`src/mmpio_pkg.sv`:
```
// Package for the memory-mapped port block: addresses, field positions, carriers.
// Assumes one instruction clock and a synchronous active-high reset.
package mmpio_pkg;
  localparam logic [7:0] addr_wakeup_enable = 8'hc9;
  localparam logic [7:0] addr_second_control = 8'hcc;
  localparam logic [7:0] addr_port_l_data = 8'hd0;
  localparam logic [7:0] addr_port_l_config = 8'hd1;
  localparam logic [7:0] addr_port_l_pins = 8'hd2;
  localparam logic [7:0] addr_port_g_data = 8'hd4;
  localparam logic [7:0] addr_port_g_config = 8'hd5;
  localparam logic [7:0] addr_port_g_pins = 8'hd6;
  localparam logic [7:0] addr_port_d_data = 8'hdc;
  localparam logic [7:0] addr_first_control = 8'hee;
  localparam logic [7:0] addr_processor_status = 8'hef;

  // Reset values
  localparam logic [7:0] rst_byte = 8'h00;
  localparam logic [3:0] rst_port_d = 4'hf;
  // Second port: pins 6 and 7 are input only
  localparam logic [7:0] g_config_mask = 8'h3f;
  localparam logic [3:0] d_mask = 4'hf;

  // Alternate-function enable bit positions and pin positions
  localparam int unsigned bit_l_pins = 8;
  localparam int unsigned c2_comparator_en = 0;
  localparam int unsigned c2_comparator_out_en = 1;
  localparam int unsigned c2_modulator_en = 2;
  localparam int unsigned c1_timer_pin_en = 0;
  localparam int unsigned c1_serial_en = 1;
  localparam int unsigned ps_ext_int_en = 1;
  localparam int unsigned g_halt_bit = 7;
  localparam int unsigned l_mod_bit = 7;
  localparam int unsigned l_cmp_plus_bit = 2;
  localparam int unsigned l_cmp_minus_bit = 1;
  localparam int unsigned l_cmp_out_bit = 0;
  localparam int unsigned g_timer_bit = 3;
  localparam int unsigned g_serial_clk_bit = 5;
  localparam int unsigned g_serial_out_bit = 4;
  localparam int unsigned g_ext_int_bit = 0;
  localparam int unsigned g_serial_in_bit = 6;

  // Core access operations
  typedef enum logic [2:0] {
    mmpio_op_none,
    mmpio_op_write,
    mmpio_op_read,
    mmpio_op_set,
    mmpio_op_clear,
    mmpio_op_test
  } mmpio_op_t;

  typedef struct packed {
    mmpio_op_t op;
    logic [7:0] addr;
    logic [7:0] wdata;
    logic [2:0] bit_sel;
  } mmpio_req_t;

  typedef struct packed {
    logic hit;
    logic [7:0] rdata;
    logic test_bit;
  } mmpio_rsp_t;

  // Values that alternate functions want on pins
  typedef struct packed {
    logic modulator_output;
    logic comparator_output;
    logic timer_pin_out;
    logic timer_pin_oe;
    logic serial_clock_out;
    logic serial_clock_oe;
    logic serial_data_out;
  } mmpio_alt_t;

  // One pin's drive
  typedef struct packed {
    logic out;
    logic oe;
    logic pull_up;
  } mmpio_drive_t;
endpackage : mmpio_pkg

```
`src/mmpio_top.sv`:
```
// Memory-mapped parallel ports: two 8-bit ports, a 4-bit output, a 4-bit input.
// Assumes the core issues one access per cycle and pins are synchronous to clk.
// Port I has no register location here; its pins are never driven.
`timescale 1ns/1ns
`default_nettype none
// Notes on behaviour
// - Port L bit: config/data 00 hi-z, 01 pull-up, 10 drive low, 11 high.
// - Port L data at D0, config at D1, pin levels read at D2.
// - All L bits wake; L7 modulator, L2/L1 comparator inputs, L0 comparator out.
// - Wakeup enable at C9; comparator and modulator enables in C C control.
// - Port G bits 0-5 bidirectional, bits 6-7 input only, same encoding.
// - Port G data at D4, config at D5, pin levels read at D6.
// - Port G config bits 6 and 7 ignore writes and read zero.
// - Writing one to G data bit 7 enters halt.
// - G alternates: serial in/clock/out, timer, interrupt.
// - Interrupt enable in status at EF; timer and serial select at EE.
// - Four-bit output port D, preset high at reset, data at DC.
// - Four-bit input port never drives its pins.
// - Every mapped bit supports test; set and clear change only the writable registers, not the pin levels at D2/D6.
// - Reset clears L/G data and config, port D drives all high.
module mmpio_top #(
  parameter int unsigned port_width = 8,
  parameter int unsigned d_width = 4
) (
  // Clock and reset
  input wire logic clk,
  input wire logic reset,
  // Core data-space access
  input wire mmpio_pkg::mmpio_req_t req,
  output mmpio_pkg::mmpio_rsp_t rsp,
  // Alternate function sources
  input wire mmpio_pkg::mmpio_alt_t alt,
  // Port L pins
  input wire logic [7:0] port_l_in,
  output logic [7:0] port_l_out,
  output logic [7:0] port_l_oe,
  output logic [7:0] port_l_pull_up,
  // Port G pins
  input wire logic [7:0] port_g_in,
  output logic [7:0] port_g_out,
  output logic [7:0] port_g_oe,
  output logic [7:0] port_g_pull_up,
  // Port D and input-only port I
  output logic [3:0] port_d_out,
  // port I has no drive path
  input wire logic [3:0] port_i_in,
  // Alternate pin inputs, comparator enable and halt request towards other blocks
  output logic [7:0] multi_input_wakeup,
  output logic comparator_plus_input,
  output logic comparator_minus_input,
  output logic comparator_en,
  output logic external_interrupt_pin,
  output logic timer_pin_in,
  output logic serial_data_in,
  output logic serial_clock_pin_in,
  output logic halt_request
);
  if (port_width != 8) begin : g_check_port
    $error("mmpio_top serves only 8-bit ports");
  end
  if (d_width != 4) begin : g_check_d
    $error("mmpio_top serves only a 4-bit port D");
  end

  typedef struct packed {
    // Software-visible registers
    logic [7:0] wakeup_enable;
    logic [7:0] second_control;
    logic [7:0] port_l_data;
    logic [7:0] port_l_config;
    logic [7:0] port_g_data;
    logic [7:0] port_g_config;
    logic [3:0] port_d_data;
    logic [7:0] first_control;
    logic [7:0] processor_status;
    // Registered response
    mmpio_pkg::mmpio_rsp_t rsp;
    // Registered pin drive
    logic [7:0] l_out;
    logic [7:0] l_oe;
    logic [7:0] l_pu;
    logic [7:0] g_out;
    logic [7:0] g_oe;
    logic [7:0] g_pu;
    // Registered pin samples and comparator enable for other blocks
    logic [7:0] wake;
    logic cmp_plus;
    logic cmp_minus;
    logic cmp_en;
    logic ext_int;
    logic timer_in;
    logic ser_in;
    logic ser_clk_in;
    // One-cycle halt pulse
    logic halt;
  } mmpio_state_t;

  mmpio_state_t st;
  mmpio_state_t next_st;
  // Access decode
  logic [7:0] cur;
  logic we;
  logic [7:0] wval;
  logic hit;
  // Per-pin drive from the cells
  mmpio_pkg::mmpio_drive_t l_drv [8];
  mmpio_pkg::mmpio_drive_t g_drv [8];
  wire [7:0] l_drv_out;
  wire [7:0] l_drv_oe;
  wire [7:0] l_drv_pu;
  wire [7:0] g_drv_out;
  wire [7:0] g_drv_oe;
  wire [7:0] g_drv_pu;
  // Alternate overrides per pin
  logic [7:0] l_alt_en;
  logic [7:0] l_alt_out;
  logic [7:0] l_alt_oe;
  logic [7:0] g_alt_en;
  logic [7:0] g_alt_out;
  logic [7:0] g_alt_oe;

  // Readback mux; pins are read live, not from data latches
  always_comb begin
    hit = 1'b1;
    cur = 8'h00;
    unique case (req.addr)
      mmpio_pkg::addr_wakeup_enable: cur = st.wakeup_enable;
      mmpio_pkg::addr_second_control: cur = st.second_control;
      mmpio_pkg::addr_port_l_data: cur = st.port_l_data;
      mmpio_pkg::addr_port_l_config: cur = st.port_l_config;
      mmpio_pkg::addr_port_l_pins: cur = port_l_in;
      mmpio_pkg::addr_port_g_data: cur = st.port_g_data;
      mmpio_pkg::addr_port_g_config: cur = st.port_g_config & mmpio_pkg::g_config_mask;
      mmpio_pkg::addr_port_g_pins: cur = port_g_in;
      mmpio_pkg::addr_port_d_data: cur = {4'h0, st.port_d_data};
      mmpio_pkg::addr_first_control: cur = st.first_control;
      mmpio_pkg::addr_processor_status: cur = st.processor_status;
      default: begin
        hit = 1'b0;
        cur = 8'h00;
      end
    endcase
  end

  mmpio_bit_op u_bit_op (
    .op(req.op),
    .cur(cur),
    .wdata(req.wdata),
    .bit_sel(req.bit_sel),
    .we(we),
    .next_val(wval)
  );

  // Alternate function routing
  always_comb begin
    l_alt_en = 8'h00;
    l_alt_out = 8'h00;
    l_alt_oe = 8'h00;
    g_alt_en = 8'h00;
    g_alt_out = 8'h00;
    g_alt_oe = 8'h00;
    l_alt_en[mmpio_pkg::l_mod_bit] = st.second_control[mmpio_pkg::c2_modulator_en];
    l_alt_out[mmpio_pkg::l_mod_bit] = alt.modulator_output;
    l_alt_oe[mmpio_pkg::l_mod_bit] = 1'b1;
    l_alt_en[mmpio_pkg::l_cmp_out_bit] = st.second_control[mmpio_pkg::c2_comparator_out_en];
    l_alt_out[mmpio_pkg::l_cmp_out_bit] = alt.comparator_output;
    l_alt_oe[mmpio_pkg::l_cmp_out_bit] = 1'b1;
    // Comparator inputs must not be driven
    l_alt_en[mmpio_pkg::l_cmp_plus_bit] = st.second_control[mmpio_pkg::c2_comparator_en];
    l_alt_en[mmpio_pkg::l_cmp_minus_bit] = st.second_control[mmpio_pkg::c2_comparator_en];
    g_alt_en[mmpio_pkg::g_timer_bit] = st.first_control[mmpio_pkg::c1_timer_pin_en];
    g_alt_out[mmpio_pkg::g_timer_bit] = alt.timer_pin_out;
    g_alt_oe[mmpio_pkg::g_timer_bit] = alt.timer_pin_oe;
    g_alt_en[mmpio_pkg::g_serial_clk_bit] = st.first_control[mmpio_pkg::c1_serial_en];
    g_alt_out[mmpio_pkg::g_serial_clk_bit] = alt.serial_clock_out;
    g_alt_oe[mmpio_pkg::g_serial_clk_bit] = alt.serial_clock_oe;
    g_alt_en[mmpio_pkg::g_serial_out_bit] = st.first_control[mmpio_pkg::c1_serial_en];
    g_alt_out[mmpio_pkg::g_serial_out_bit] = alt.serial_data_out;
    g_alt_oe[mmpio_pkg::g_serial_out_bit] = 1'b1;
    // G6, G7 stay inputs; G0, G1 and G2 have no alternate drive and follow their config
  end

  // One pin cell per bit of each 8-bit port
  for (genvar i = 0; i < 8; i++) begin : g_pins
    mmpio_pin_cell u_l (
      .config_bit(st.port_l_config[i]),
      .data_bit(st.port_l_data[i]),
      .alt_en(l_alt_en[i]),
      .alt_out(l_alt_out[i]),
      .alt_oe(l_alt_oe[i]),
      .drive(l_drv[i])
    );
    mmpio_pin_cell u_g (
      .config_bit(st.port_g_config[i] & mmpio_pkg::g_config_mask[i]),
      .data_bit(st.port_g_data[i] & mmpio_pkg::g_config_mask[i]),
      .alt_en(g_alt_en[i]),
      .alt_out(g_alt_out[i]),
      .alt_oe(g_alt_oe[i]),
      .drive(g_drv[i])
    );
    // Unpack cell drives into per-port vectors
    assign l_drv_out[i] = l_drv[i].out;
    assign l_drv_oe[i] = l_drv[i].oe;
    assign l_drv_pu[i] = l_drv[i].pull_up;
    assign g_drv_out[i] = g_drv[i].out;
    assign g_drv_oe[i] = g_drv[i].oe;
    assign g_drv_pu[i] = g_drv[i].pull_up;
  end

  always_comb begin
    next_st = st;
    next_st.rsp.hit = hit && (req.op != mmpio_pkg::mmpio_op_none);
    next_st.rsp.rdata = cur;
    next_st.rsp.test_bit = cur[req.bit_sel];
    // Halt pulses for one cycle only
    next_st.halt = 1'b0;
    if (we && hit) begin
      unique case (req.addr)
        mmpio_pkg::addr_wakeup_enable: next_st.wakeup_enable = wval;
        mmpio_pkg::addr_second_control: next_st.second_control = wval;
        mmpio_pkg::addr_port_l_data: next_st.port_l_data = wval;
        mmpio_pkg::addr_port_l_config: next_st.port_l_config = wval;
        mmpio_pkg::addr_port_g_data: begin
          next_st.port_g_data = wval;
          next_st.halt = wval[mmpio_pkg::g_halt_bit];
        end
        mmpio_pkg::addr_port_g_config: next_st.port_g_config = wval & mmpio_pkg::g_config_mask;
        mmpio_pkg::addr_port_d_data: next_st.port_d_data = wval[3:0] & mmpio_pkg::d_mask;
        mmpio_pkg::addr_first_control: next_st.first_control = wval;
        mmpio_pkg::addr_processor_status: next_st.processor_status = wval;
        default: next_st.halt = 1'b0;
      endcase
    end

    next_st.l_out = l_drv_out;
    next_st.l_oe = l_drv_oe;
    next_st.l_pu = l_drv_pu;
    next_st.g_out = g_drv_out;
    next_st.g_oe = g_drv_oe;
    next_st.g_pu = g_drv_pu;

    // Pin samples reach other blocks one cycle late
    // wakeup gated by enables
    next_st.wake = port_l_in & st.wakeup_enable;
    next_st.cmp_plus = port_l_in[mmpio_pkg::l_cmp_plus_bit];
    next_st.cmp_minus = port_l_in[mmpio_pkg::l_cmp_minus_bit];
    next_st.cmp_en = st.second_control[mmpio_pkg::c2_comparator_en];
    next_st.ext_int = port_g_in[mmpio_pkg::g_ext_int_bit] &
      st.processor_status[mmpio_pkg::ps_ext_int_en];
    next_st.timer_in = port_g_in[mmpio_pkg::g_timer_bit];
    next_st.ser_in = port_g_in[mmpio_pkg::g_serial_in_bit];
    next_st.ser_clk_in = port_g_in[mmpio_pkg::g_serial_clk_bit];
  end

  // Single register stage holds every piece of state
  always_ff @(posedge clk) begin
    if (reset) begin
      st <= '0;
      st.port_d_data <= mmpio_pkg::rst_port_d;
    end else begin
      st <= next_st;
    end
  end

  assign rsp = st.rsp;
  assign port_l_out = st.l_out;
  assign port_l_oe = st.l_oe;
  assign port_l_pull_up = st.l_pu;
  assign port_g_out = st.g_out;
  assign port_g_oe = st.g_oe;
  assign port_g_pull_up = st.g_pu;

  assign port_d_out = st.port_d_data;
  assign multi_input_wakeup = st.wake;
  assign comparator_plus_input = st.cmp_plus;
  assign comparator_minus_input = st.cmp_minus;
  assign comparator_en = st.cmp_en;
  assign external_interrupt_pin = st.ext_int;
  assign timer_pin_in = st.timer_in;
  assign serial_data_in = st.ser_in;
  assign serial_clock_pin_in = st.ser_clk_in;
  assign halt_request = st.halt;
endmodule : mmpio_top
`default_nettype wire

```
`src/mmpio_pin_cell.sv`:
```
// One configurable port bit: config/data decode with optional alternate override.
// Assumes config and data are the registered port bits.
`timescale 1ns/1ns
`default_nettype none
module mmpio_pin_cell (
  // Register bits
  input wire logic config_bit,
  input wire logic data_bit,
  // Alternate function
  input wire logic alt_en,
  input wire logic alt_out,
  input wire logic alt_oe,
  // Pin drive
  output mmpio_pkg::mmpio_drive_t drive
);
  always_comb begin
    drive.oe = config_bit;
    drive.out = data_bit;
    drive.pull_up = !config_bit && data_bit;
    if (alt_en) begin
      drive.oe = alt_oe;
      drive.out = alt_out;
      drive.pull_up = 1'b0;
    end
  end
endmodule : mmpio_pin_cell
`default_nettype wire

```
`src/mmpio_bit_op.sv`:
```
// Byte read-modify-write for the core's write and single-bit set and clear.
// Assumes the caller supplies the current register value.
`timescale 1ns/1ns
`default_nettype none
module mmpio_bit_op (
  // Request
  input wire mmpio_pkg::mmpio_op_t op,
  input wire logic [7:0] cur,
  input wire logic [7:0] wdata,
  input wire logic [2:0] bit_sel,
  // Result
  output logic we,
  output logic [7:0] next_val
);
  always_comb begin
    we = 1'b0;
    next_val = cur;
    unique case (op)
      mmpio_pkg::mmpio_op_write: begin
        we = 1'b1;
        next_val = wdata;
      end
      mmpio_pkg::mmpio_op_set: begin
        we = 1'b1;
        next_val[bit_sel] = 1'b1;
      end
      mmpio_pkg::mmpio_op_clear: begin
        we = 1'b1;
        next_val[bit_sel] = 1'b0;
      end
      default: begin
        we = 1'b0;
      end
    endcase
  end
endmodule : mmpio_bit_op
`default_nettype wire

```
`config.mk`:
```
export PLATFORM = sky130hd
export DESIGN_NAME = mmpio_top
export DESIGN_NICKNAME = d
export VERILOG_FILES = /design/src/mmpio_pkg.sv /design/src/mmpio_top.sv /design/src/mmpio_pin_cell.sv /design/src/mmpio_bit_op.sv
export SDC_FILE = /design/constraint.sdc
export NUM_CORES = 1
export LEC_CHECK = 0
export ABC_AREA = 1
export BUFFER_PORTS_ARGS = -buffer_cell sky130_fd_sc_hd__buf_4
export CORE_MARGIN = 5
export CORE_UTILIZATION = 50
export DETAILED_ROUTE_END_ITERATION = 10
export GPL_ROUTABILITY_DRIVEN = 0
export GPL_TIMING_DRIVEN = 1
export PLACE_DENSITY_LB_ADDON = 0.25
export SYNTH_ARGS = -nofsm -noshare
export SYNTH_HDL_FRONTEND = slang
export SYNTH_SLANG_ARGS = --single-unit
```
`constraint.sdc`:
```
create_clock -name clk -period 1.45 [get_ports clk]
set_input_delay 0.0725 -clock clk [delete_from_list [all_inputs] [get_ports clk]]
set_output_delay 0.0725 -clock clk [all_outputs]
set_load 0.1 [all_outputs]
```
==> insert_results.sql, run 1 <==
INSERT INTO impl_metrics (metric_group, metric, value, unit) VALUES
('run_status', 'result_of_the_run', 'complete, but fails checks', ''),
('cts', 'root_buffer', 'clkbuf_16', ''),
('cts', 'clock_tree_from_tritoncts', 'done', ''),
('cts', 'tritoncts.num_buffers', '17', ''),
('cts', 'path_clk_slew', '0.06', 'ns'),
('setup_path', 'register_to_register_path_setup_slack', '0.01', 'ns'),
('power', 'design_power_total', '8.575', 'mW'),
('finish', 'final_cells', '1344', ''),
('routing', 'dr_total_vias', '7272', ''),
('finish', 'antennaDiodeCount', '0', ''),
('worst_hold_path', 'worstHoldEndpoint', 'rsp[9]$_SDFF_PP0_', ''),
('placed_design', 'dpl.cell_count', '1273', ''),
('synth', 'synth_top_cells_by_area', 'dfxtp_1 40%, nand2_1 10%, buf_4 8.4%', ''),
('setup_path', 'r2r_start', 'port_d_out[2]$_SDFFE_PP1P_', ''),
('setup_path', 'crit_path_cell_trace', 'buf_4 -> inv_2 -> nand2_4 -> nor2_2 -> buf_4 -> nand2_1 -> nand2_1 -> nor2_1 -> nand3_4 -> nand2_8 -> buf_6 -> nor2_4 -> inv_2 -> a21oi_1 -> nand2_1', ''),
('setup_path', 'cp-end-kind', 'flip-flop', ''),
('timing', 'rsz_0062_raised_after_global_routing', 'true', ''),
('timing', 'setup_viol_count_final', '2', ''),
('floorplan', 'core_area', '13140', 'µm²'),
('floorplan', 'num_io_pins', '129', ''),
('setup_path', 'path_class', 'primary input to flip-flop', ''),
('global_route', 'grt_overflow_total', '0', ''),
('cts', 'clockBufferDepth', '2', ''),
('timing', 'max-slew-margin-rel', '61.91', '%'),
('worst_hold_path', 'worst_hold_path.num_cells', '6', ''),
('synth', 'postSynthRegisterBits', '134', ''),
('timing', 'final_max_slew_viol_count', '0', ''),
('global_route', 'grt_antenna_before_repair', '0', ''),
('run', 'max_cap_viol_count', '0', ''),
('worst_hold_path', 'min-delay-start', 'req[21]', ''),
('placed_design', 'place_ws', '-0.4413', 'ns'),
('synth', 'netlist.top_cell.by_area', 'dfxtp_1', ''),
('setup_path', 'path_max_fanout', '6', ''),
('worst_hold_path', 'worstHoldPathType', 'primary input to flip-flop', ''),
('setup_path', 'crit-reg2reg-capture', 'st[96]$_SDFFE_PP0P_', ''),
('power', 'power.ir.vdd_worst', '0.7419', 'mV'),
('synth', 'yosys_warnings', '0', ''),
('global_route', 'grt_pass1_wl', '33800', 'µm'),
('synth', 'synth_cell_type_count', '29', ''),
('synth', 'post_synth.cell_area_avg', '6.943', 'µm²'),
('floorplan', 'core.rowCount', '42', ''),
('routing', 'dr.pass1.iters', '9', ''),
('synth', 'post_synth_instance_area', '6651', 'µm²'),
('placed_design', 'dpl.hpwl', '16130', 'µm'),
('routing', 'ant_nets', '0', ''),
('synth', 'cells_after_synth', '958', ''),
('cts', 'clk-insertion-delay-late', '0.42', 'ns'),
('timing', 'layout_setup_ws', '-0.03920', 'ns'),
('routing', 'drt-wirelength-per-cell', '17.16', 'µm'),
('setup_path', 'timing.critical_path.arrival', '1.80', 'ns'),
('synth', 'synth_top_cell_area_share', '40.33', '%'),
('timing', 'final.hold.worst_slack', '0.1303', 'ns'),
('global_route', 'grtUsageMet3', '6.269', '%'),
('timing', 'final.period_utilization', '102.7', '%'),
('run_status', 'failed_checks', 'negative setup slack', ''),
('global_route', 'global_route_met1_utilization', '34.42', '%'),
('routing', 'drc_errors', '0', ''),
('global_route', 'global_route.peak_usage_layer', 'met2', ''),
('floorplan', 'die_area', '15710', 'µm²'),
('setup_path', 'worst_path_most_repeated_cell', 'nand2_1', ''),
('setup_path', 'timing.reg2reg.worst_path_depth', '9', ''),
('routing', 'post_drt_via_cell_ratio', '5.411', ''),
('global_route', 'met2_usage', '43.40', '%'),
('global_route', 'groute.usage.overall', '27.21', '%'),
('setup_path', 'timing.critical_path.from_type', 'primary input', ''),
('timing', 'fmax', '671.5', 'MHz'),
('cts', 'cts_htree_levels', '4', ''),
('global_route', 'grt_max_degree', '77', ''),
('floorplan', 'fp.dieW', '125.3', 'µm'),
('timing', 'finClkSkew', '0.008871', 'ns'),
('floorplan', 'floorplan.initialDensity', '50.63', '%');
==> cell families (layout without fill, tap and decap cells) <==
logic type	after synthesis	count (layout)	synth area share [%]
AO/OA/AOI/OAI	75	75	5.700
AND/OR/NAND/NOR	509	509	35.93
other	1	6	0.05638
flip-flops	134	134	40.33
buffers and inverters	239	444	17.98
==> through the flow <==
step | utilization (%) | area, µm²
after floorplan | - | 6670
after global placement | 61.48 | 8077
after detailed placement | 61.48 | 8077
after CTS | 67.48 | 8865
after global routing | 71.75 | 9427
final | 71.75 | 9427
==> flip-flops by register name (all words and copies together) (netlist names), 6 cells and up <==
| register | flops |
|---|---|
| port_l_pull_up | 8 |
| st | 57 |
| port_l_oe | 8 |
| rsp | 10 |
| port_g_oe | 6 |
| port_l_out | 8 |
| multi_input_wakeup | 8 |
| port_g_pull_up | 6 |
| port_g_out | 6 |
==> cells in the final DEF, fill, tap and decap left out, types with 21 or more instances in the layout <==
| master | synthesis | routed |
|---|---|---|
| nor2_4 | 9 | 21 |
| nand2_1 | 178 | 147 |
| a21oi_1 | 53 | 51 |
| inv_1 | 136 | 131 |
| nand2_2 | 6 | 33 |
| nor2_1 | 132 | 107 |
| buf_4 | 74 | 230 |
| nand4_1 | 66 | 66 |
| nand3_1 | 85 | 67 |
| nor2_2 | 9 | 22 |
| dfxtp_1 | 134 | 131 |
==> worst max-delay path: cells and delay by family <==
family | cells | cell delay [ns]
buffers and inverters | 5 | 0.62
and+or+nand+nor | 9 | 0.93
AOI/OAI and AO/OA | 1 | 0.18
==> where the power goes <==
group | switching [mW] | leakage [nW] | internal (mW) | total (mW)
registers | 0.00381 | 1.08 | 3.69 | 3.70
logic | 0.482 | 3.43 | 0.285 | 0.768
clock network | 1.62 | 0.277 | 2.49 | 4.11
==> repair_timing <==
item	CTS	global route
buffers inserted	0	20
gates resized for setup	12	99
cloned	0	2
pin swaps	2	37
hold endpoints to repair	21	0
hold buffers	19	0
endpoints found under the setup margin	29	64
==> area by class of cell <==
class	count	area, µm²
clock inverter	10	95.09
timing repair buffer	271	2306
fill	1020	3711
inverter	142	535.5
multi-input combinational	590	3113
clock buffer	21	470.5
tap	176	220.2
sequential	134	2686
==> worst max-delay path by stage <==
stage	startpoint	end	slack (ns)	depth (start not counted)
floorplan	req[17]	st[99]$_SDFFE_PP0P_	0.02	13
global placement	req[11]	port_d_out[1]$_SDFFE_PP1P_	-0.40	14
finish	req[11]	port_d_out[3]$_SDFFE_PP1P_	-0.04	15
global route	port_l_in[1]	st[135]$_SDFFE_PP0P_	-0.07	11
CTS	st[135]$_SDFFE_PP0P_	st[135]$_SDFFE_PP0P_	-0.002	9
detailed placement	req[11]	port_d_out[2]$_SDFFE_PP1P_	-0.44	14
==> routing by layer <==
layer	share of wire, %	wire length [µm]	vias up
met5	0	0	-
met4	6.3	1442	0
met3	11	2545	123
met2	45	10430	500
met1	37	8644	3261
li1	-	-	3388
==> cells in the mapped netlist (all sizes together) <==
cell    number
nor3        13
a211oi       1
o21ai       20
a21oi       53
nand4       66
conb         1
dfxtp      134
clkbuf       5
or2          1
nor2       151
nor4         3
inv        142
nand3       86
nand2      189
buf         92
a31oi        1
Power figures use the tool's default switching activity.
==> run 2: changes to the inputs <==
--- a/config.mk
+++ b/config.mk
@@ -5,7 +5,6 @@
 export SDC_FILE = /design/constraint.sdc
 export NUM_CORES = 1
 export LEC_CHECK = 0
-export ABC_AREA = 1
 export BUFFER_PORTS_ARGS = -buffer_cell sky130_fd_sc_hd__buf_4
 export CORE_MARGIN = 5
 export CORE_UTILIZATION = 50
==> insert_results.sql, run 2 <==
INSERT INTO impl_metrics (metric_group, metric, value, unit) VALUES
('global_route', 'number_of_global_route_vias_before_repair', '6518', ''),
('timing', 'final_hold_viol_count', '1', ''),
('finish', 'regMostFlops', 'st', ''),
('synth', 'async_reset_ff_share', '0', '%'),
('cts', 'cts_htree_levels', '4', ''),
('timing', 'finClkSkew', '0.009611', 'ns'),
('power', 'power.ir.vdd_worst', '0.6074', 'mV'),
('synth', 'synth_seq_area_share', '41.39', '%'),
('finish', 'nets', '1004', ''),
('finish', 'layout_commonest_cell', 'buf_4', ''),
('synth', 'synth_cell_type_count', '76', ''),
('synth', 'post_synth_instance_area', '6481', 'µm²'),
('synth', 'cells_after_synth', '711', ''),
('floorplan', 'core.rowCount', '41', ''),
('synth', 'yosys_warnings', '0', ''),
('run_status', 'failed_checks', 'negative hold slack, negative setup slack', ''),
('cts', 'cts_num_sinks', '134', ''),
('power', 'powerDensity', '929.8', 'nW/µm²'),
('cts', 'root_buffer', 'clkbuf_16', ''),
('setup_path', 'cp-end-kind', 'flip-flop', ''),
('timing', 'max-slew-margin-rel', '54.12', '%'),
('global_route', 'grt_pass1_wl', '35050', 'µm'),
('global_route', 'grt_max_degree', '32', ''),
('synth', 'synth_enable_flop_cells', '0', ''),
('floorplan', 'core_area', '12670', 'µm²'),
('synth', 'synth_top_flop_cell', 'dfxtp_1', ''),
('routing', 'drt-total-wl', '24240', 'µm'),
('floorplan', 'fp.dieW', '123.9', 'µm'),
('cts', 'tritoncts.num_buffers', '17', ''),
('routing', 'drt-wirelength-per-cell', '21.32', 'µm'),
('synth', 'synth.most_common_cell', 'dfxtp_1', ''),
('timing', 'period_minus_slack', '2.121', 'ns'),
('power', 'static-leakage-power', '4.252', 'nW'),
('global_route', 'grt_antenna_before_repair', '0', ''),
('setup_path', 'path_max_fanout', '4', ''),
('timing', 'setup_viol_count_final', '73', ''),
('placed_design', 'buffer_ports.inserted', '118', ''),
('routing', 'ant_nets', '0', ''),
('routing', 'dr_total_vias', '6759', ''),
('floorplan', 'floorplan.initialDensity', '51.15', '%'),
('finish', 'largest_reg_flops', '57', ''),
('synth', 'netlist.top_cell.by_area', 'dfxtp_1', ''),
('cts', 'clock_tree_from_tritoncts', 'done', ''),
('finish', 'drive_above_1_share', '49.74', '%'),
('timing', 'aggregate_negative_setup_slack', '-24.26', 'ns'),
('timing', 'rsz_0062_raised_after_global_routing', 'true', ''),
('setup_path', 'timing.critical_path.arrival', '2.42', 'ns'),
('global_route', 'groute.usage.overall', '30.06', '%'),
('finish', 'layout_common_cells', '281 x buf_4, 114 x dfxtp_1, 61 x nor2_1', ''),
('cts', 'clk-insertion-delay-late', '0.44', 'ns'),
('placed_design', 'dpl.hpwl', '15300', 'µm'),
('placed_design', 'placed_cell_area', '8426', 'µm²'),
('setup_path', 'path_class', 'flip-flop to flip-flop', ''),
('worst_hold_path', 'worstHoldPathType', 'primary input to flip-flop', ''),
('synth', 'postSynthRegisterBits', '134', ''),
('finish', 'postLayoutCellArea', '10040', 'µm²'),
('routing', 'dr.pass1.iters', '5', ''),
('setup_path', 'timing.critical_path.from_type', 'flip-flop', ''),
('synth', 'synth.top_cells.by_count', '134 x dfxtp_1, 73 x buf_4, 64 x nor2_1, 48 x nand2_1, 38 x mux2i_1', ''),
('setup_path', 'register_to_register_path_setup_slack', '-0.67', 'ns'),
('global_route', 'grt_overflow_total', '0', ''),
('synth', 'post_synth.cell_area_avg', '9.116', 'µm²'),
('routing', 'post_drt_via_cell_ratio', '5.945', ''),
('timing', 'final.hold.worst_slack', '-0.001427', 'ns'),
('synth', 'synth_top_cells_by_area', 'dfxtp_1 41%, buf_4 8.5%, mux2i_1 5.9%', ''),
('floorplan', 'die_area', '15340', 'µm²'),
('floorplan', 'die_height', '123.9', 'µm'),
('setup_path', 'cp_data_required_time', '1.75', 'ns'),
('run_status', 'result_of_the_run', 'complete, but fails checks', ''),
('synth', 'synth_top_cell_area_share', '41.39', '%'),
('floorplan', 'num_io_pins', '129', ''),
('placed_design', 'place_ws', '-0.7113', 'ns'),
('cts', 'clockBufferDepth', '2', ''),
('routing', 'drt_iter0_drc', '903', ''),
('run', 'max_cap_viol_count', '0', ''),
('timing', 'final.period_utilization', '146.3', '%'),
('cts', 'path_clk_slew', '0.06', 'ns'),
('finish', 'syn_to_final_growth', '54.85', '%'),
('routing', 'drc_errors', '0', ''),
('timing', 'worstMarginPinSlew', '0.6867', 'ns'),
('finish', 'antennaDiodeCount', '0', ''),
('timing', 'layout_setup_ws', '-0.6715', 'ns'),
('power', 'design_power_total', '9.331', 'mW'),
('timing', 'fmax', '471.4', 'MHz'),
('timing', 'final_max_slew_viol_count', '0', '');
==> run 2: logic make-up after synthesis <==
| kind of cell | synth area share (%) |
|---|---|
| AO/OA/AOI/OAI | 16.41 |
| flip-flops | 41.39 |
| multiplexers | 7.490 |
| buffers and inverters | 11.62 |
| other | 0.05786 |
| AND/OR/NAND/NOR | 23.03 |
==> run 2: worst paths after layout <==
| check | start | endpoint | cells after the start |
|---|---|---|---|
| max | st[111]$_SDFFE_PP0P_ | st[119]$_SDFFE_PP0P_ | 6 |
| min | req[19] | rsp[9]$_SDFF_PP0_ | 3 |
| max reg2reg | st[111]$_SDFFE_PP0P_ | st[119]$_SDFFE_PP0P_ | 6 |
| min reg2reg | st[129]$_SDFFE_PP0P_ | st[129]$_SDFFE_PP0P_ | 2 |
==> run 2: worst max-delay path, cell delays in order (launching register included) <==
cell and delay (ns):
dfxtp_2 0.33, mux2_4 0.26, a221o_1 0.34, a311o_1 0.43
o32ai_2 0.30, a22o_1 0.24, o21ai_1 0.10
==> run 2: area by class of cell <==
cell class | instances | area [µm²]
Multi-Input combinational cell | 465 | 3779
Sequential cell | 134 | 2708
Timing Repair Buffer | 326 | 2686
Fill cell | 702 | 2635
Clock buffer | 20 | 466.7
Tap cell | 172 | 215.2
Clock inverter | 11 | 147.6
Inverter | 9 | 33.78
==> run 2: stage by stage <==
| stage | instances | util (%) | hold slack (ns) |
|---|---|---|---|
| detailed placement | 1066 | 66.50 | 0.3095 |
| global route | 1137 | 79.20 | 0.002083 |
| global placement | 1066 | 66.50 | 0.2990 |
| CTS | 1129 | 76.76 | 0.008081 |
| floorplan | 716 | - | 0.1628 |
| finish | 1137 | 79.20 | -0.001427 |
==> run 2: repair_timing <==
item                                   CTS  global route
gates cloned                             1             0
setup endpoints to repair               74            73
hold buffers                            18             0
setup buffers                           13            12
endpoints found under the hold margin   18             0
resized for setup                       89            55
pin swaps                               42            25
==> run 2: metal layers <==
layer | track usage [%] | up-vias | share of wire, %
met1 | 37.07 | 3218 | 38
met5 | 0 | - | 0
met3 | 7.675 | 133 | 9.5
li1 | - | 2955 | -
met2 | 49.34 | 453 | 48
met4 | 13.63 | 0 | 4.9
==> run 2: report_power, final <==
group	switching [mW]	internal [mW]
Clock	1.66	2.83
Combinational	0.674	0.474
Sequential	0.00375	3.69
Total	2.34	7.00
==> run 3: changes to the inputs <==
--- a/config.mk
+++ b/config.mk
@@ -6,8 +6,10 @@
 export NUM_CORES = 1
 export LEC_CHECK = 0
 export BUFFER_PORTS_ARGS = -buffer_cell sky130_fd_sc_hd__buf_4
+export CELL_PAD_IN_SITES_DETAIL_PLACEMENT = 0
+export CELL_PAD_IN_SITES_GLOBAL_PLACEMENT = 1
 export CORE_MARGIN = 5
-export CORE_UTILIZATION = 50
+export CORE_UTILIZATION = 38
 export DETAILED_ROUTE_END_ITERATION = 10
 export GPL_ROUTABILITY_DRIVEN = 0
 export GPL_TIMING_DRIVEN = 1
==> insert_results.sql, run 3 (synthesis gave the netlist of run 2 again) <==
INSERT INTO impl_metrics (metric_group, metric, value, unit) VALUES
('run_status', 'result_of_the_run', 'complete, but fails checks', ''),
('run_status', 'failed_checks', 'negative setup slack', ''),
('floorplan', 'floorplan.initialDensity', '38.94', '%'),
('placed_design', 'placed_cell_area', '8591', 'µm²'),
('floorplan', 'die_height', '140.6', 'µm'),
('power', 'swShare', '24.32', '%'),
('routing', 'dr.pass1.iters', '6', ''),
('finish', 'antennaDiodeCount', '0', ''),
('finish', 'layout_common_cells', '299 x buf_4, 110 x dfxtp_1, 62 x nor2_1', ''),
('timing', 'rsz_0062_raised_after_global_routing', 'true', ''),
('worst_hold_path', 'worstHoldPathType', 'primary input to flip-flop', ''),
('finish', 'postLayoutCellArea', '10050', 'µm²'),
('setup_path', 'timing.critical_path.from_type', 'flip-flop', ''),
('cts', 'clock_tree_from_tritoncts', 'done', ''),
('global_route', 'grt_pass1_wl', '34440', 'µm'),
('finish', 'regMostFlops', 'st', ''),
('routing', 'drt-total-wl', '22400', 'µm'),
('power', 'static-leakage-power', '4.249', 'nW'),
('setup_path', 'critical-path-max-stage-delay', '0.35', 'ns'),
('routing', 'drc_errors', '0', ''),
('routing', 'drt_iter0_drc', '562', ''),
('timing', 'final_max_slew_viol_count', '0', ''),
('cts', 'clk-insertion-delay-late', '0.43', 'ns'),
('timing', 'layout_setup_ws', '-0.6416', 'ns'),
('global_route', 'grt_antenna_before_repair', '0', ''),
('routing', 'post_drt_via_cell_ratio', '5.238', ''),
('routing', 'dr_total_vias', '6275', ''),
('finish', 'nets', '1018', ''),
('floorplan', 'num_io_pins', '129', ''),
('timing', 'worstMarginPinSlew', '0.5362', 'ns'),
('global_route', 'groute.usage.overall', '22.17', '%'),
('floorplan', 'die_area', '19770', 'µm²'),
('power', 'clkPwrFrac', '48.6', '%'),
('global_route', 'grt_max_degree', '34', ''),
('cts', 'clockBufferDepth', '2', ''),
('routing', 'maxUsedRoutingLayer', 'met4', ''),
('setup_path', 'path_class', 'flip-flop to flip-flop', ''),
('cts', 'path_clk_slew', '0.06', 'ns'),
('setup_path', 'cell_with_the_largest_stage_delay_on_the_worst_path', 'a311oi_2', ''),
('timing', 'period_minus_slack', '2.092', 'ns'),
('setup_path', 'cp_data_required_time', '1.76', 'ns'),
('routing', 'ant_nets', '0', ''),
('routing', 'detail_route.wirelength.met1', '9434', 'µm'),
('power', 'power.ir.vdd_worst', '0.8090', 'mV'),
('power', 'internal_power', '7.082', 'mW'),
('setup_path', 'crit_path_cell_trace', 'mux2_4 -> a221o_1 -> a311oi_2 -> a31oi_1 -> o22ai_2 -> buf_6 -> o22ai_1', ''),
('cts', 'tritoncts.num_buffers', '17', ''),
('cts', 'cts_num_sinks', '134', ''),
('timing', 'finClkSkew', '0.009961', 'ns'),
('placed_design', 'dpl.cell_count', '1133', ''),
('timing', 'final_hold_viol_count', '0', ''),
('setup_path', 'path_max_fanout', '7', ''),
('floorplan', 'core.rowCount', '47', ''),
('routing', 'detailed_route_wirelength_on_metal2', '10630', 'µm'),
('finish', 'layout_commonest_cell', 'buf_4', ''),
('timing', 'final.period_utilization', '144.3', '%'),
('finish', 'largest_reg_flops', '57', ''),
('floorplan', 'core_area', '16640', 'µm²'),
('setup_path', 'crit_family', 'compound AO/OA/AOI/OAI gates', ''),
('finish', 'finalCoreUtilization', '60.39', '%'),
('setup_path', 'timing.critical_path.arrival', '2.40', 'ns'),
('global_route', 'number_of_global_route_vias_before_repair', '6345', ''),
('timing', 'fmax', '478.1', 'MHz'),
('placed_design', 'buffer_ports.inserted', '118', ''),
('power', 'powerDensity', '931.1', 'nW/µm²'),
('finish', 'drive_above_1_share', '49.28', '%'),
('global_route', 'grt_overflow_total', '0', ''),
('run', 'max_cap_viol_count', '0', ''),
('cts', 'cts_htree_levels', '4', ''),
('power', 'power.net_switching', '2.276', 'mW'),
('finish', 'syn_to_final_growth', '55.08', '%'),
('power', 'pwr-share-comb', '11.9', '%'),
('timing', 'setup_viol_count_final', '73', ''),
('placed_design', 'dpl.hpwl', '16610', 'µm'),
('floorplan', 'fp.dieW', '140.6', 'µm'),
('routing', 'drt-wirelength-per-cell', '18.69', 'µm'),
('cts', 'root_buffer', 'clkbuf_16', ''),
('finish', 'final_cells', '1198', ''),
('setup_path', 'critical_path.n_buffers_inverters', '1', ''),
('routing', 'met3RoutedLength', '1558', 'µm'),
('power', 'power_frac_seq', '39.5', '%'),
('timing', 'aggregate_negative_setup_slack', '-21.84', 'ns'),
('timing', 'max-slew-margin-rel', '64.12', '%'),
('setup_path', 'cp-end-kind', 'flip-flop', '');
-- run 3: power groups by stage --
| stage | combinational [mW] | sequential, mW | clock, mW |
|---|---|---|---|
| 2_1_floorplan | 0.497 | 3.83 | 0 |
| 3_3_place_gp | 0.949 | 3.78 | 0 |
| 3_5_place_dp | 0.960 | 3.78 | 0 |
| 4_1_cts | 1.06 | 3.70 | 4.61 |
| 5_1_grt | 1.17 | 3.69 | 4.80 |
| 6_report | 1.12 | 3.70 | 4.55 |
-- run 3: final cells by class --
cell class              count  area, µm²
flip-flops and latches    134       2713
repair buffers            340       2731
inverters                   9      33.78
multi-input cells         465       3680
well taps                 220      275.3
clock inverters            11      175.2
clock buffers              19      442.9
fillers                  1437       6591
-- run 3: path summary, 6_finish.rpt --
path / cells after the start / to / start / slack, ns
worst max-delay path: 7 / st[99]$_SDFFE_PP0P_ / st[123]$_SDFFE_PP0P_ / -0.64
worst min-delay path: 4 / serial_clock_pin_in$_SDFF_PP0_ / port_g_in[5] / 0.008
worst max register to register: 7 / st[99]$_SDFFE_PP0P_ / st[123]$_SDFFE_PP0P_ / -0.64
worst min register to register: 2 / st[132]$_SDFFE_PP0P_ / st[132]$_SDFFE_PP0P_ / 0.46
-- run 3: repair_timing --
item / CTS / global route
pin swaps: 44 / 27
setup buffers: 12 / 7
hold buffers: 18 / 0
resized for setup: 77 / 53
setup endpoints to repair: 72 / 75
endpoints found under the hold margin: 19 / 0
-- run 3: per-stage QoR --
stage / power (mW) / hold WS [ns] / setup WS [ns]
after floorplan: 4.326 / 0.1628 / -0.4379
after global placement: 4.725 / 0.3002 / -0.8589
after detailed placement: 4.736 / 0.3183 / -0.8447
after CTS: 9.360 / 0.002884 / -0.5296
after global routing: 9.668 / 0.02138 / -0.6460
final: 9.358 / 0.008067 / -0.6416
-- run 3: worst reg2reg max path: cells and delay by family (launching register included) --
kind,cells,cell delay [ns]
buffers and inverters,1,0.18
AOI/OAI and AO/OA,5,1.20
muxes,1,0.27
DFF,1,0.33
-- run 3: per-layer routing --
metal	global-route usage (%)	vias up
li1	-	2983
met3	4.978	55
met2	36.37	260
met1	28.05	2977
met5	0	-
met4	9.536	0
